File: src/core/hip_pkg.sv
`default_nettype none

package hip_pkg;

  // ----------------------------------------------------------------
  // timing
  // ----------------------------------------------------------------
  localparam int unsigned TC_DIV        = 9;
  localparam logic [3:0]  TC_DIV_LAST   = 4'(TC_DIV - 1);
  localparam logic [15:0] STARTUP_LOAD  = 16'h0100;
  localparam int unsigned STARTUP_CYC   = 256 * TC_DIV;
  localparam logic [15:0] IDLE_CNT_RST  = 16'h0000;

  // ----------------------------------------------------------------
  // idle period select codes and tapped counter bits
  // ----------------------------------------------------------------
  localparam logic [2:0]  SEL_4K        = 3'h0;
  localparam logic [2:0]  SEL_8K        = 3'h1;
  localparam logic [2:0]  SEL_16K       = 3'h2;
  localparam logic [2:0]  SEL_32K       = 3'h3;
  localparam logic [2:0]  SEL_64K       = 3'h4;
  localparam logic [3:0]  TAP_4K        = 4'hB;
  localparam logic [3:0]  TAP_8K        = 4'hC;
  localparam logic [3:0]  TAP_16K       = 4'hD;
  localparam logic [3:0]  TAP_32K       = 4'hE;
  localparam logic [3:0]  TAP_64K       = 4'hF;

  // ----------------------------------------------------------------
  // power states
  // ----------------------------------------------------------------
  typedef enum logic [1:0]
  {
    HIP_RUN      = 2'h0,
    HIP_HALT     = 2'h1,
    HIP_OSC_WAIT = 2'h3,
    HIP_IDLE     = 2'h2
  } hip_state_e;

  // unknown codes fall back to the shortest period
  function automatic logic [3:0] hip_tap(input logic [2:0] sel);
    logic [3:0] tap;
    tap = TAP_4K;
    unique case (sel)
      SEL_8K:  tap = TAP_8K;
      SEL_16K: tap = TAP_16K;
      SEL_32K: tap = TAP_32K;
      SEL_64K: tap = TAP_64K;
      default: tap = TAP_4K;
    endcase
    return tap;
  endfunction : hip_tap

  function automatic logic hip_wake_hit(input logic [7:0] en, input logic [7:0] pnd);
    return |(en & pnd);
  endfunction : hip_wake_hit

endpackage : hip_pkg

`default_nettype wire

File: src/core/hip_tmr_if.sv
`default_nettype none

interface hip_tmr_if;
  logic       osc_on;
  logic       count_on;
  logic       starting;
  logic       load_start;
  logic [2:0] sel;
  logic       period_hit;
  logic       start_done;

  modport ctrl (output osc_on, count_on, starting, load_start, sel, input period_hit, start_done);
  modport tmr  (input osc_on, count_on, starting, load_start, sel, output period_hit, start_done);
endinterface : hip_tmr_if

`default_nettype wire

File: src/core/hip_idle_timer.sv
`default_nettype none

module hip_idle_timer
  import hip_pkg::*;
(
  input  wire logic mclk,   // oscillator clock
  input  wire logic rst_n,  // sync reset
  hip_tmr_if.tmr    tif     // control side
);

  logic [3:0]  div;
  logic [15:0] cnt;
  logic [15:0] cnt_inc;
  logic [3:0]  tap;
  logic        tick;

  assign tick    = tif.osc_on && (div == TC_DIV_LAST);
  assign cnt_inc = cnt + 16'h0001;
  assign tap     = hip_tap(tif.sel);

  // ----------------------------------------------------------------
  // instruction clock divider
  // ----------------------------------------------------------------
  always_ff @(posedge mclk)
  begin
    if (!rst_n)
      div <= 4'h0;
    else if (!tif.osc_on)
      div <= div;
    else if (div == TC_DIV_LAST)
      div <= 4'h0;
    else
      div <= div + 4'h1;
  end

  // ----------------------------------------------------------------
  // counter: startup countdown or free run
  // ----------------------------------------------------------------
  always_ff @(posedge mclk)
  begin
    if (!rst_n)
      cnt <= IDLE_CNT_RST;
    else if (tif.load_start)
      cnt <= STARTUP_LOAD;
    else if (tick && tif.starting)
      cnt <= cnt - 16'h0001;
    else if (tick && tif.count_on)
      cnt <= cnt_inc;
  end

  always_ff @(posedge mclk)
  begin
    if (!rst_n)
    begin
      tif.period_hit <= 1'b0;
      tif.start_done <= 1'b0;
    end
    else
    begin
      tif.period_hit <= tick && tif.count_on && !tif.starting && !tif.load_start
                        && (cnt_inc[tap] != cnt[tap]);
      tif.start_done <= tick && tif.starting && !tif.load_start && (cnt == 16'h0001);
    end
  end
endmodule : hip_idle_timer

`default_nettype wire

File: src/core/hip_ctrl.sv
`default_nettype none

module hip_ctrl
  import hip_pkg::*;
(
  input  wire logic       mclk,                  // oscillator clock, 100 MHz
  input  wire logic       rst_n,                 // reset pin, sync, active low
  input  wire logic       osc_is_crystal,        // crystal or resonator selected
  input  wire logic       halt_disable,          // option bit: halt disabled
  input  wire logic       halt_req_wr,           // core writes one to halt flag
  input  wire logic       idle_req_wr,           // core writes one to idle flag
  input  wire logic [2:0] idle_period_sel_reg,   // idle period code
  input  wire logic       idle_timer_irq_enable, // idle timer interrupt enable
  input  wire logic       pend_clear,            // core clears pending bit
  input  wire logic [7:0] wake_en,               // port wake-up enables
  input  wire logic [7:0] wake_pnd,              // port wake-up pending bits
  input  wire logic       clock_monitor_en,      // clock monitor enabled
  input  wire logic       clock_monitor_fault,   // monitor sees a slow clock
  output logic            halt_request_bit,      // halt flag readback
  output logic            idle_request_bit,      // idle flag readback
  output logic            cpu_clk_en,            // core clock gate
  output logic            periph_clk_en,         // timers and peripherals gate
  output logic            osc_enable,            // oscillator running
  output logic            wdog_detect_en,        // watchdog detector active
  output logic            watchdog_output_pin,   // low on clock monitor error
  output logic            idle_timer_pending,    // pending bit
  output logic            idle_timer_irq,        // interrupt request
  output logic            wake_resume,           // pulse: continue after entry point
  output logic            resume_service         // pulse: idle left into service routine
);

  hip_tmr_if  tif ();
  hip_state_e state;
  hip_state_e next_state;
  logic       wake_hit;
  logic       halt_ok;
  logic       next_pending;

  hip_idle_timer u_timer
  (
    .mclk  (mclk),
    .rst_n (rst_n),
    .tif   (tif)
  );

  // ----------------------------------------------------------------
  // next state
  // ----------------------------------------------------------------
  assign wake_hit = hip_wake_hit(wake_en, wake_pnd);
  assign halt_ok  = halt_req_wr && !halt_disable && !wake_hit;

  always_comb
  begin
    next_state = state;
    unique case (state)
      HIP_RUN:
      begin
        if (halt_ok)
          next_state = HIP_HALT;
        else if (idle_req_wr)
          next_state = HIP_IDLE;
      end
      HIP_HALT:
      begin
        if (wake_hit)
          next_state = osc_is_crystal ? HIP_OSC_WAIT : HIP_RUN;
      end
      HIP_OSC_WAIT:
      begin
        if (tif.start_done)
          next_state = HIP_RUN;
      end
      HIP_IDLE:
      begin
        if (wake_hit || tif.period_hit)
          next_state = HIP_RUN;
      end
    endcase
  end

  always_ff @(posedge mclk)
  begin
    if (!rst_n)
      state <= HIP_RUN;
    else
      state <= next_state;
  end

  // ----------------------------------------------------------------
  // timer control
  // ----------------------------------------------------------------
  // halt freezes the counter too; it keeps its value unless a crystal wake reloads STARTUP_LOAD
  assign tif.osc_on   = (state != HIP_HALT);
  assign tif.count_on = (state == HIP_RUN) || (state == HIP_IDLE);
  assign tif.starting = (state == HIP_OSC_WAIT);
  assign tif.sel      = idle_period_sel_reg;

  always_ff @(posedge mclk)
  begin
    if (!rst_n)
      tif.load_start <= 1'b0;
    else
      tif.load_start <= (state == HIP_HALT) && (next_state == HIP_OSC_WAIT);
  end

  // ----------------------------------------------------------------
  // pending and interrupt
  // ----------------------------------------------------------------
  // a toggle in the clearing cycle is kept: set beats clear
  assign next_pending = tif.period_hit || (idle_timer_pending && !pend_clear);

  always_ff @(posedge mclk)
  begin
    if (!rst_n)
    begin
      idle_timer_pending <= 1'b0;
      idle_timer_irq     <= 1'b0;
    end
    else
    begin
      idle_timer_pending <= next_pending;
      idle_timer_irq     <= next_pending && idle_timer_irq_enable;
    end
  end

  // ----------------------------------------------------------------
  // flags and clock gates
  // ----------------------------------------------------------------
  always_ff @(posedge mclk)
  begin
    if (!rst_n)
    begin
      halt_request_bit <= 1'b0;
      idle_request_bit <= 1'b0;
      cpu_clk_en       <= 1'b1;
      periph_clk_en    <= 1'b1;
      osc_enable       <= 1'b1;
      wdog_detect_en   <= 1'b1;
    end
    else
    begin
      halt_request_bit <= (next_state == HIP_HALT) || (next_state == HIP_OSC_WAIT);
      idle_request_bit <= (next_state == HIP_IDLE);
      cpu_clk_en       <= (next_state == HIP_RUN);
      periph_clk_en    <= (next_state == HIP_RUN);
      osc_enable       <= (next_state != HIP_HALT);
      wdog_detect_en   <= (next_state != HIP_HALT);
    end
  end

  // a halted clock counts as a monitor error, so an enabled monitor fires
  always_ff @(posedge mclk)
  begin
    if (!rst_n)
      watchdog_output_pin <= 1'b1;
    else
      watchdog_output_pin <= !(clock_monitor_en && (clock_monitor_fault || next_state == HIP_HALT));
  end

  // ----------------------------------------------------------------
  // resume indications
  // ----------------------------------------------------------------
  always_ff @(posedge mclk)
  begin
    if (!rst_n)
    begin
      wake_resume    <= 1'b0;
      resume_service <= 1'b0;
    end
    else
    begin
      wake_resume    <= (state != HIP_RUN) && (next_state == HIP_RUN);
      resume_service <= (state == HIP_IDLE) && (next_state == HIP_RUN)
                        && next_pending && idle_timer_irq_enable;
    end
  end

  logic [12:0] wait_cyc;

  always_ff @(posedge mclk)
  begin
    if (!rst_n || state != HIP_OSC_WAIT)
      wait_cyc <= 13'h0000;
    else
      wait_cyc <= wait_cyc + 13'h0001;
  end
endmodule : hip_ctrl

`default_nettype wire

File: config.mk
export PLATFORM = sky130hd
export DESIGN_NAME = hip_ctrl
export DESIGN_NICKNAME = d
export VERILOG_FILES = /design/src/core/hip_pkg.sv /design/src/core/hip_tmr_if.sv /design/src/core/hip_idle_timer.sv /design/src/core/hip_ctrl.sv
export SDC_FILE = /design/constraint.sdc
export NUM_CORES = 1
export LEC_CHECK = 0
export BUFFER_PORTS_ARGS = -buffer_cell sky130_fd_sc_hd__buf_2
export CORE_UTILIZATION = 40
export DETAILED_ROUTE_END_ITERATION = 10
export SLEW_MARGIN = 30
export SYNTH_ARGS = -nofsm -noshare
export SYNTH_HDL_FRONTEND = slang
export SYNTH_SLANG_ARGS = --single-unit
File: constraint.sdc
create_clock -name mclk -period 2.65 [get_ports mclk]
set_clock_uncertainty 0.1 [all_clocks]
set_input_delay 0 -clock mclk [delete_from_list [all_inputs] [get_ports mclk]]
set_output_delay 0 -clock mclk [all_outputs]
set_load 0.01 [all_outputs]
==> results of run 1 <==
worst reg2reg max path: stages, from the launching register on:
cell and delay [ns]:
dfxtp_1 0.53, nand2_1 0.27, or2_2 0.37, and3_1 0.20
nor2_1 0.12, o211ai_1 0.10, dlygate4sd3_1 0.59
layout make-up:
| type | instances | share of cell area (%) |
|---|---|---|
| clock buffers | 7 | 3.52 |
| clock inverters | 1 | 0.204 |
| inverters | 12 | 1.83 |
| multi-input cells | 199 | 51.5 |
| flip-flops and latches | 34 | 27.8 |
| well taps | 67 | 3.41 |
| repair buffers | 49 | 11.7 |
power by group through the flow:
stage	clock network, mW	registers [mW]	logic [mW]
finish	0.403	0.533	0.110
global route	0.432	0.535	0.124
global placement	0	0.544	0.102
floorplan	0	0.542	0.0640
CTS	0.412	0.533	0.110
detailed placement	0	0.545	0.103
worst max-delay path by stage:
stage	start	end	slack (ns)	cells after the start
6_report	state[1]$_SDFF_PN0_	watchdog_output_pin$_SDFF_PN1_	0.27	6
5_1_grt	state[1]$_SDFF_PN0_	watchdog_output_pin$_SDFF_PN1_	0.13	6
4_1_cts	state[0]$_SDFF_PN0_	watchdog_output_pin$_SDFF_PN1_	0.16	6
3_5_place_dp	u_timer.cnt[0]$_SDFFE_PP0P_	u_timer.tif.period_hit$_SDFF_PN0_	0.42	7
3_3_place_gp	u_timer.cnt[0]$_SDFFE_PP0P_	u_timer.tif.period_hit$_SDFF_PN0_	0.46	7
2_1_floorplan	u_timer.cnt[0]$_SDFFE_PP0P_	u_timer.tif.period_hit$_SDFF_PN0_	0.62	7
timing repair:
| action | 4_1_cts | 5_1_grt |
|---|---|---|
| endpoints found under the hold margin | 12 | 0 |
| resized for setup | 0 | 2 |
| hold buffers | 7 | 0 |
| endpoints found under the setup margin | 0 | 1 |
layer usage:
metal	share of wire, %	up-vias	routed length [um]
met1	47	920	2370
met4	2.2	0	112
met2	46	53	2290
met3	4.7	10	235
met5	0	-	0
li1	-	1008	-
synthesized netlist by cell type (all sizes together), types with 2 or more instances:
library cell / number
a31oi: 3
xnor2: 8
xor2: 10
dfxtp: 34
a22oi: 5
nor4: 8
nor3b: 3
o21a: 2
nand2b: 4
o21ai: 8
mux2i: 5
nor2b: 5
a21o: 2
o22ai: 2
nor2: 31
o221ai: 4
nand2: 24
clkbuf: 8
inv: 12
a21oi: 12
or3: 2
and3: 3
buf: 9
o211ai: 3
nand4: 8
or4b: 2
nand3: 7
and3b: 2
a21boi: 2
nor3: 15
nand3b: 3
ha: 5
per-stage QoR:
step	power [mW]	util [%]	hold slack, ns
3_5_place_dp	0.647	47.3	0.107
3_3_place_gp	0.646	47.3	0.0939
6_report	1.05	50.6	0.0228
4_1_cts	1.05	50.6	0.0230
5_1_grt	1.09	50.6	0.0467
2_1_floorplan	0.606	-	-0.0111
cells by family (layout without fill, tap and decap cells):
kind of cell | after synthesis | count (layout)
xor gates and xnor gates | 18 | 18
and+or+nand+nor | 122 | 122
muxes | 5 | 5
adders and majority gates | 5 | 5
AOI/OAI and AO/OA | 49 | 49
DFF | 34 | 34
buffers and inverters | 29 | 69
placed cells by master (no fill, tap or decap), types with 3 or more instances in the layout:
cell type       n
ha_1            5
nand3_1         7
nand2_1        24
dfxtp_1        33
nor3_1         15
nor4_2          3
nand4_1         7
buf_4           3
inv_1          12
dlygate4sd3_1   7
nand2b_1        4
xor2_1         10
a21oi_1        12
o21ai_0         8
a22oi_1         5
nor3b_1         3
nor2_1         31
a31oi_1         3
xnor2_1         8
nand3b_1        3
o211ai_1        3
nor2b_1         5
o221ai_1        4
buf_2          39
mux2i_1         5
nor4_1          5
and3_1          3
clkbuf_8        6
==> run metrics, run 1 <==
placed insts 354; Synth area leaders dfxtp_1 33%, nor2_1 5.6%, nand2_1 4.4%, xor2_1 4.2%, nor3_1 3.6%; GP Congestion 0.859; Antenna Violating Nets Remaining 0; mux cell area share after synthesis 2.42%; # diodes 0; Die Y 74.0 um; R2R depth 6; Worst Path Arrival 2.46 ns; Routed WL per cell 13.6 um; Syn Inst Count 262; Hold Path Depth 3; grt total ovfl 0; detailed-route DRC error count 0; fin crit period 2.38 ns; initial antenna violation count 0; power share of the combinational group 10.5%; sequential fraction of the synthesis area 32.9%; worst min path class primary input to register; design area 2450 sq um; fmax 419 MHz; Avg Vias per Cell 5.40; Switch Pwr 0.258 mW; DR pass1 iterations 4; first-pass GRT wire length 8510 um; dpl cell area 2290 sq um; GR Layer Usage met2 32.4%; Simple-Gate Fraction of Synth Area 32.1%; Core ar. 4850 sq um; Fill cells 483; startpoint types register; largest family of logic cells by synthesized area simple AND/OR/NAND/NOR gates; critical-path cell list nand2_1 > or2_2 > and3_1 > nor2_1 > o211ai_1 > dlygate4sd3_1; Seq. cell area 682 sq um; syn_area_per_cell 7.90 sq um; Seq cells post-synth 34; Top Registers u_timer.cnt (16), u_timer.div (4), state (2); Setup violations, final 0; CP max stage cell dlygate4sd3_1; Final period util 90.0%; Iter 0 DRT Violations 155; Worst path max stage delay 0.59 ns; Largest register FFs 16; M1 GR Usage 26.4%; Syn Nets 296; Post-synth EDFFs 0; Non-Filler Instances 369; # nets final 335; via count 1991; Ports 40; largest reg by FF count u_timer.cnt; met3 Use GR 3.93%; Setup crit end kind register; cts bufs inserted 5; GRT busiest layer met2; Reg-to-Reg Start state[1]$_SDFF_PN0_; Int Pwr 0.788 mW; top cell type's share of synthesized area 32.9%; Max IR drop VDD 0.242 mV; Root Buffer clkbuf_8; synthesized area 2070 sq um; largest area contributor in the netlist dfxtp_1; Leak 0.991 nW; Hold Path End u_timer.tif.period_hit$_SDFF_PN0_; critical path class register to register; Area growth syn-to-layout 18.5%; CTS tree done; Post-CTS Setup Inserts 0; Buffers on Ports 39; worst path bufs/invs 1; max_cap viols 0; crit-path leading delay family simple AND/OR/NAND/NOR gates; Slew Limit Fails 0; Yosys Warn Count 0; Worst slew margin 66.0%; Clk pwr share 38.6%; Adder-Cell Fraction of Synth Area 3.02%; area of the multi-input gates 1260 sq um; Die W 74.0 um; Synth async-reset ratio 0%; GR Util All Layers 20.4%; clk_lat worst skew 0.29 ns; die area 5470 sq um; standard-cell row count 25; Yosys cell types 48; Seq pwr share 50.9%; Net Sw Frac 24.7%; Worst Path Max Fanout 11; reg-to-reg slack, setup 0.27 ns; drt total wl 5010 um; vias in the first global route 1858; largest net degree at the start of global routing 17; worst slack at placement 0.422 ns; PwrDens 426 nW/um^2; CTS clock-pin slew for the worst setup and hold paths 0.07 ns; HP Start idle_period_sel_reg[2]; H-tree Lvls 2; Setup WS post-layout 0.265 ns; Compound-Gate Fraction of Synth Area 16.0%; Post-Synth XOR/XNOR Area 7.61%; RSZ-0062 raised after global routing false; Tightest Pin Transition 0.508 ns; clock tree buffer depth 2; endpoints failing hold 0; worst flop-to-flop path endpoint watchdog_output_pin$_SDFF_PN1_; Critical Path RT 2.72 ns; share of cells above drive strength 1 19.5%; DP HPWL 3610 um; status finished clean; ys flop type dfxtp_1; clock sink total 34; Total Neg Setup Slack 0 ns; Starting Density 42.7%
(Power assumes the default switching activity.)
==> inputs of run 2 (changes only) <==
==> constraint.sdc (replaced) <==
create_clock -name mclk -period 2.18 [get_ports mclk]
set_clock_uncertainty 0.1 [all_clocks]
set_input_delay 0 -clock mclk [delete_from_list [all_inputs] [get_ports mclk]]
set_output_delay 0 -clock mclk [all_outputs]
set_load 0.01 [all_outputs]
==> run metrics, run 2 (synthesis results as in run 1) <==
status finished clean; endpoints failing hold 0 (unchanged); largest reg by FF count u_timer.cnt; Hold Path End u_timer.tif.period_hit$_SDFF_PN0_; reg-to-reg slack, setup 0.13 ns (-0.13 ns); vias in the first global route 1843 (-0.81%); critical path class register to register; detailed-route DRC error count 0 (unchanged); HP Start idle_period_sel_reg[2]; Worst Path Max Fanout 7 (-4); clock tree buffer depth 2 (unchanged); WHS 0.0156 ns (-0.00724 ns); worst min path class primary input to register; share of cells above drive strength 1 24.6% (+5.1 points); Reg-to-Reg Start u_timer.cnt[1]$_SDFFE_PP0P_; initial antenna violation count 0 (unchanged); Hold Path Depth 3 (unchanged); R2R depth 7 (+1); Largest register FFs 16 (unchanged); clk_lat worst skew 0.30 ns (about the same); Starting Density 42.7% (unchanged); CTS clock-pin slew for the worst setup and hold paths 0.08 ns (about the same); first-pass GRT wire length 8330 um (-2.2%); grt total ovfl 0 (unchanged); Worst Path Arrival 2.14 ns (-0.32 ns); Core ar. 4850 sq um (unchanged); CP max stage cell or4b_2; largest net degree at the start of global routing 17 (unchanged); CTS tree done; fin crit period 2.05 ns (-0.336 ns); Buffers on Ports 39 (unchanged); dpl cell area 2400 sq um (+4.9%); worst flop-to-flop path endpoint u_timer.tif.period_hit$_SDFF_PN0_; # diodes 0 (unchanged); drt total wl 5250 um (+4.8%); H-tree Lvls 2 (unchanged); Root Buffer clkbuf_8; Top Registers u_timer.cnt (16), u_timer.div (4), state (2); Slew Limit Fails 0 (unchanged); Critical Path RT 2.27 ns (-0.45 ns); Total Neg Setup Slack 0 ns (unchanged); startpoint types register; Tightest Pin Transition 0.624 ns (+0.116 ns); Iter 0 DRT Violations 165 (+6.5%); clock sink total 34 (unchanged); Worst slew margin 57.9% (-8.1 points); fmax 488 MHz (+16%); Leak 1.14 nW (+15%); PwrDens 562 nW/um^2 (+32%); Antenna Violating Nets Remaining 0 (unchanged); GR Util All Layers 20.3% (-0.11 points); design area 2660 sq um (+8.4%); Setup violations, final 0 (unchanged); standard-cell row count 25 (unchanged); commonest non-fill, non-tap cells in the layout 39 x buf_2, 33 x dfxtp_1, 31 x nor2_1; Avg Vias per Cell 5.34 (-1.1%); Fill cells 471 (-2.5%); max_cap viols 0 (unchanged); most common cell after layout, fill and taps aside buf_2; cts bufs inserted 5 (unchanged); GP Congestion 0.852 (-0.81%); via count 2071 (+4.0%); Max IR drop VDD 0.395 mV (+63%); Setup crit end kind register; critical-path cell list ha_1 > nand4_1 > nor3_1 > or4b_2 > a31oi_1 > a311oi_2 > mux2i_1; Ports 40 (unchanged); Area growth syn-to-layout 28.5%; DP HPWL 3810 um (+5.6%); Worst path max stage delay 0.61 ns (+0.02 ns); Final Core Density 54.9% (+4.3 points); Die W 74.0 um (unchanged); Die Y 74.0 um (unchanged); DR pass1 iterations 4 (unchanged); Final period util 94.0% (+4.0 points); die area 5470 sq um (unchanged); # nets final 354 (+5.7%); Routed WL per cell 13.5 um (-0.32%)
==> run 2: per-stage QoR <==
step	setup WS, ns	total power, mW	std cells
after floorplan	0.148	0.736	262
after global placement	0.124	0.786	369
after detailed placement	0.0991	0.787	369
after CTS	0.0653	1.50	384
after global routing	-0.00250	1.54	388
final	0.131	1.50	388
==> run 2: report_power, final <==
| part | internal (mW) | leakage, nW | switching, mW |
|---|---|---|---|
| Sequential | 0.634 | 0.276 | 0.0122 |
| Combinational | 0.0692 | 0.796 | 0.0657 |
| Clock | 0.458 | 0.0683 | 0.256 |
| Total | 1.16 | 1.14 | 0.334 |
==> run 2: worst max-delay path, delay by kind of cell, from the launching register on <==
kind | cells | cell delay, ns
AO/OA/AOI/OAI | 2 | 0.24
AND/OR/NAND/NOR | 3 | 0.93
flip-flops | 1 | 0.35
multiplexers | 1 | 0.13
adder cells (fa/ha/maj) | 1 | 0.20
==> run 2: layout make-up <==
| class | count | area, sq um | share of cell area [%] |
|---|---|---|---|
| Timing Repair Buffer | 68 | 430 | 16.2 |
| Clock buffer | 5 | 68.8 | 2.59 |
| Sequential cell | 34 | 682 | 25.6 |
| Tap cell | 67 | 83.8 | 3.15 |
| Multi-Input combinational cell | 199 | 1280 | 48.2 |
| Inverter | 12 | 45.0 | 1.69 |
| Clock inverter | 3 | 68.8 | 2.59 |
==> run 2: worst max path at each step <==
stage	slack, ns	end	cells past startpoint	from
2_1_floorplan	0.15	u_timer.tif.period_hit$_SDFF_PN0_	7	u_timer.cnt[0]$_SDFFE_PP0P_
3_5_place_dp	0.1	u_timer.tif.period_hit$_SDFF_PN0_	7	u_timer.cnt[1]$_SDFFE_PP0P_
6_report	0.13	u_timer.tif.period_hit$_SDFF_PN0_	7	u_timer.cnt[1]$_SDFFE_PP0P_
5_1_grt	-0.002	u_timer.tif.period_hit$_SDFF_PN0_	6	u_timer.cnt[4]$_SDFFE_PP0P_
3_3_place_gp	0.12	u_timer.tif.period_hit$_SDFF_PN0_	7	u_timer.cnt[1]$_SDFFE_PP0P_
4_1_cts	0.07	u_timer.tif.period_hit$_SDFF_PN0_	7	u_timer.cnt[1]$_SDFFE_PP0P_
==> run 2: what timing repair did <==
item | CTS | global route
endpoints found under the hold margin | 14 | 0
setup buffers | 0 | 4
setup endpoints to repair | 0 | 1
gates resized for setup | 0 | 3
hold buffers | 7 | 0
==> run 2: routing by layer <==
metal / up-vias / track usage [%] / part of all wire [%]
met3: 9 / 4.34 / 5.1
met5: - / 0 / 0
met1: 960 / 26.3 / 47
met2: 60 / 32.3 / 46
li1: 1042 / - / -
met4: 0 / 9.19 / 1.6
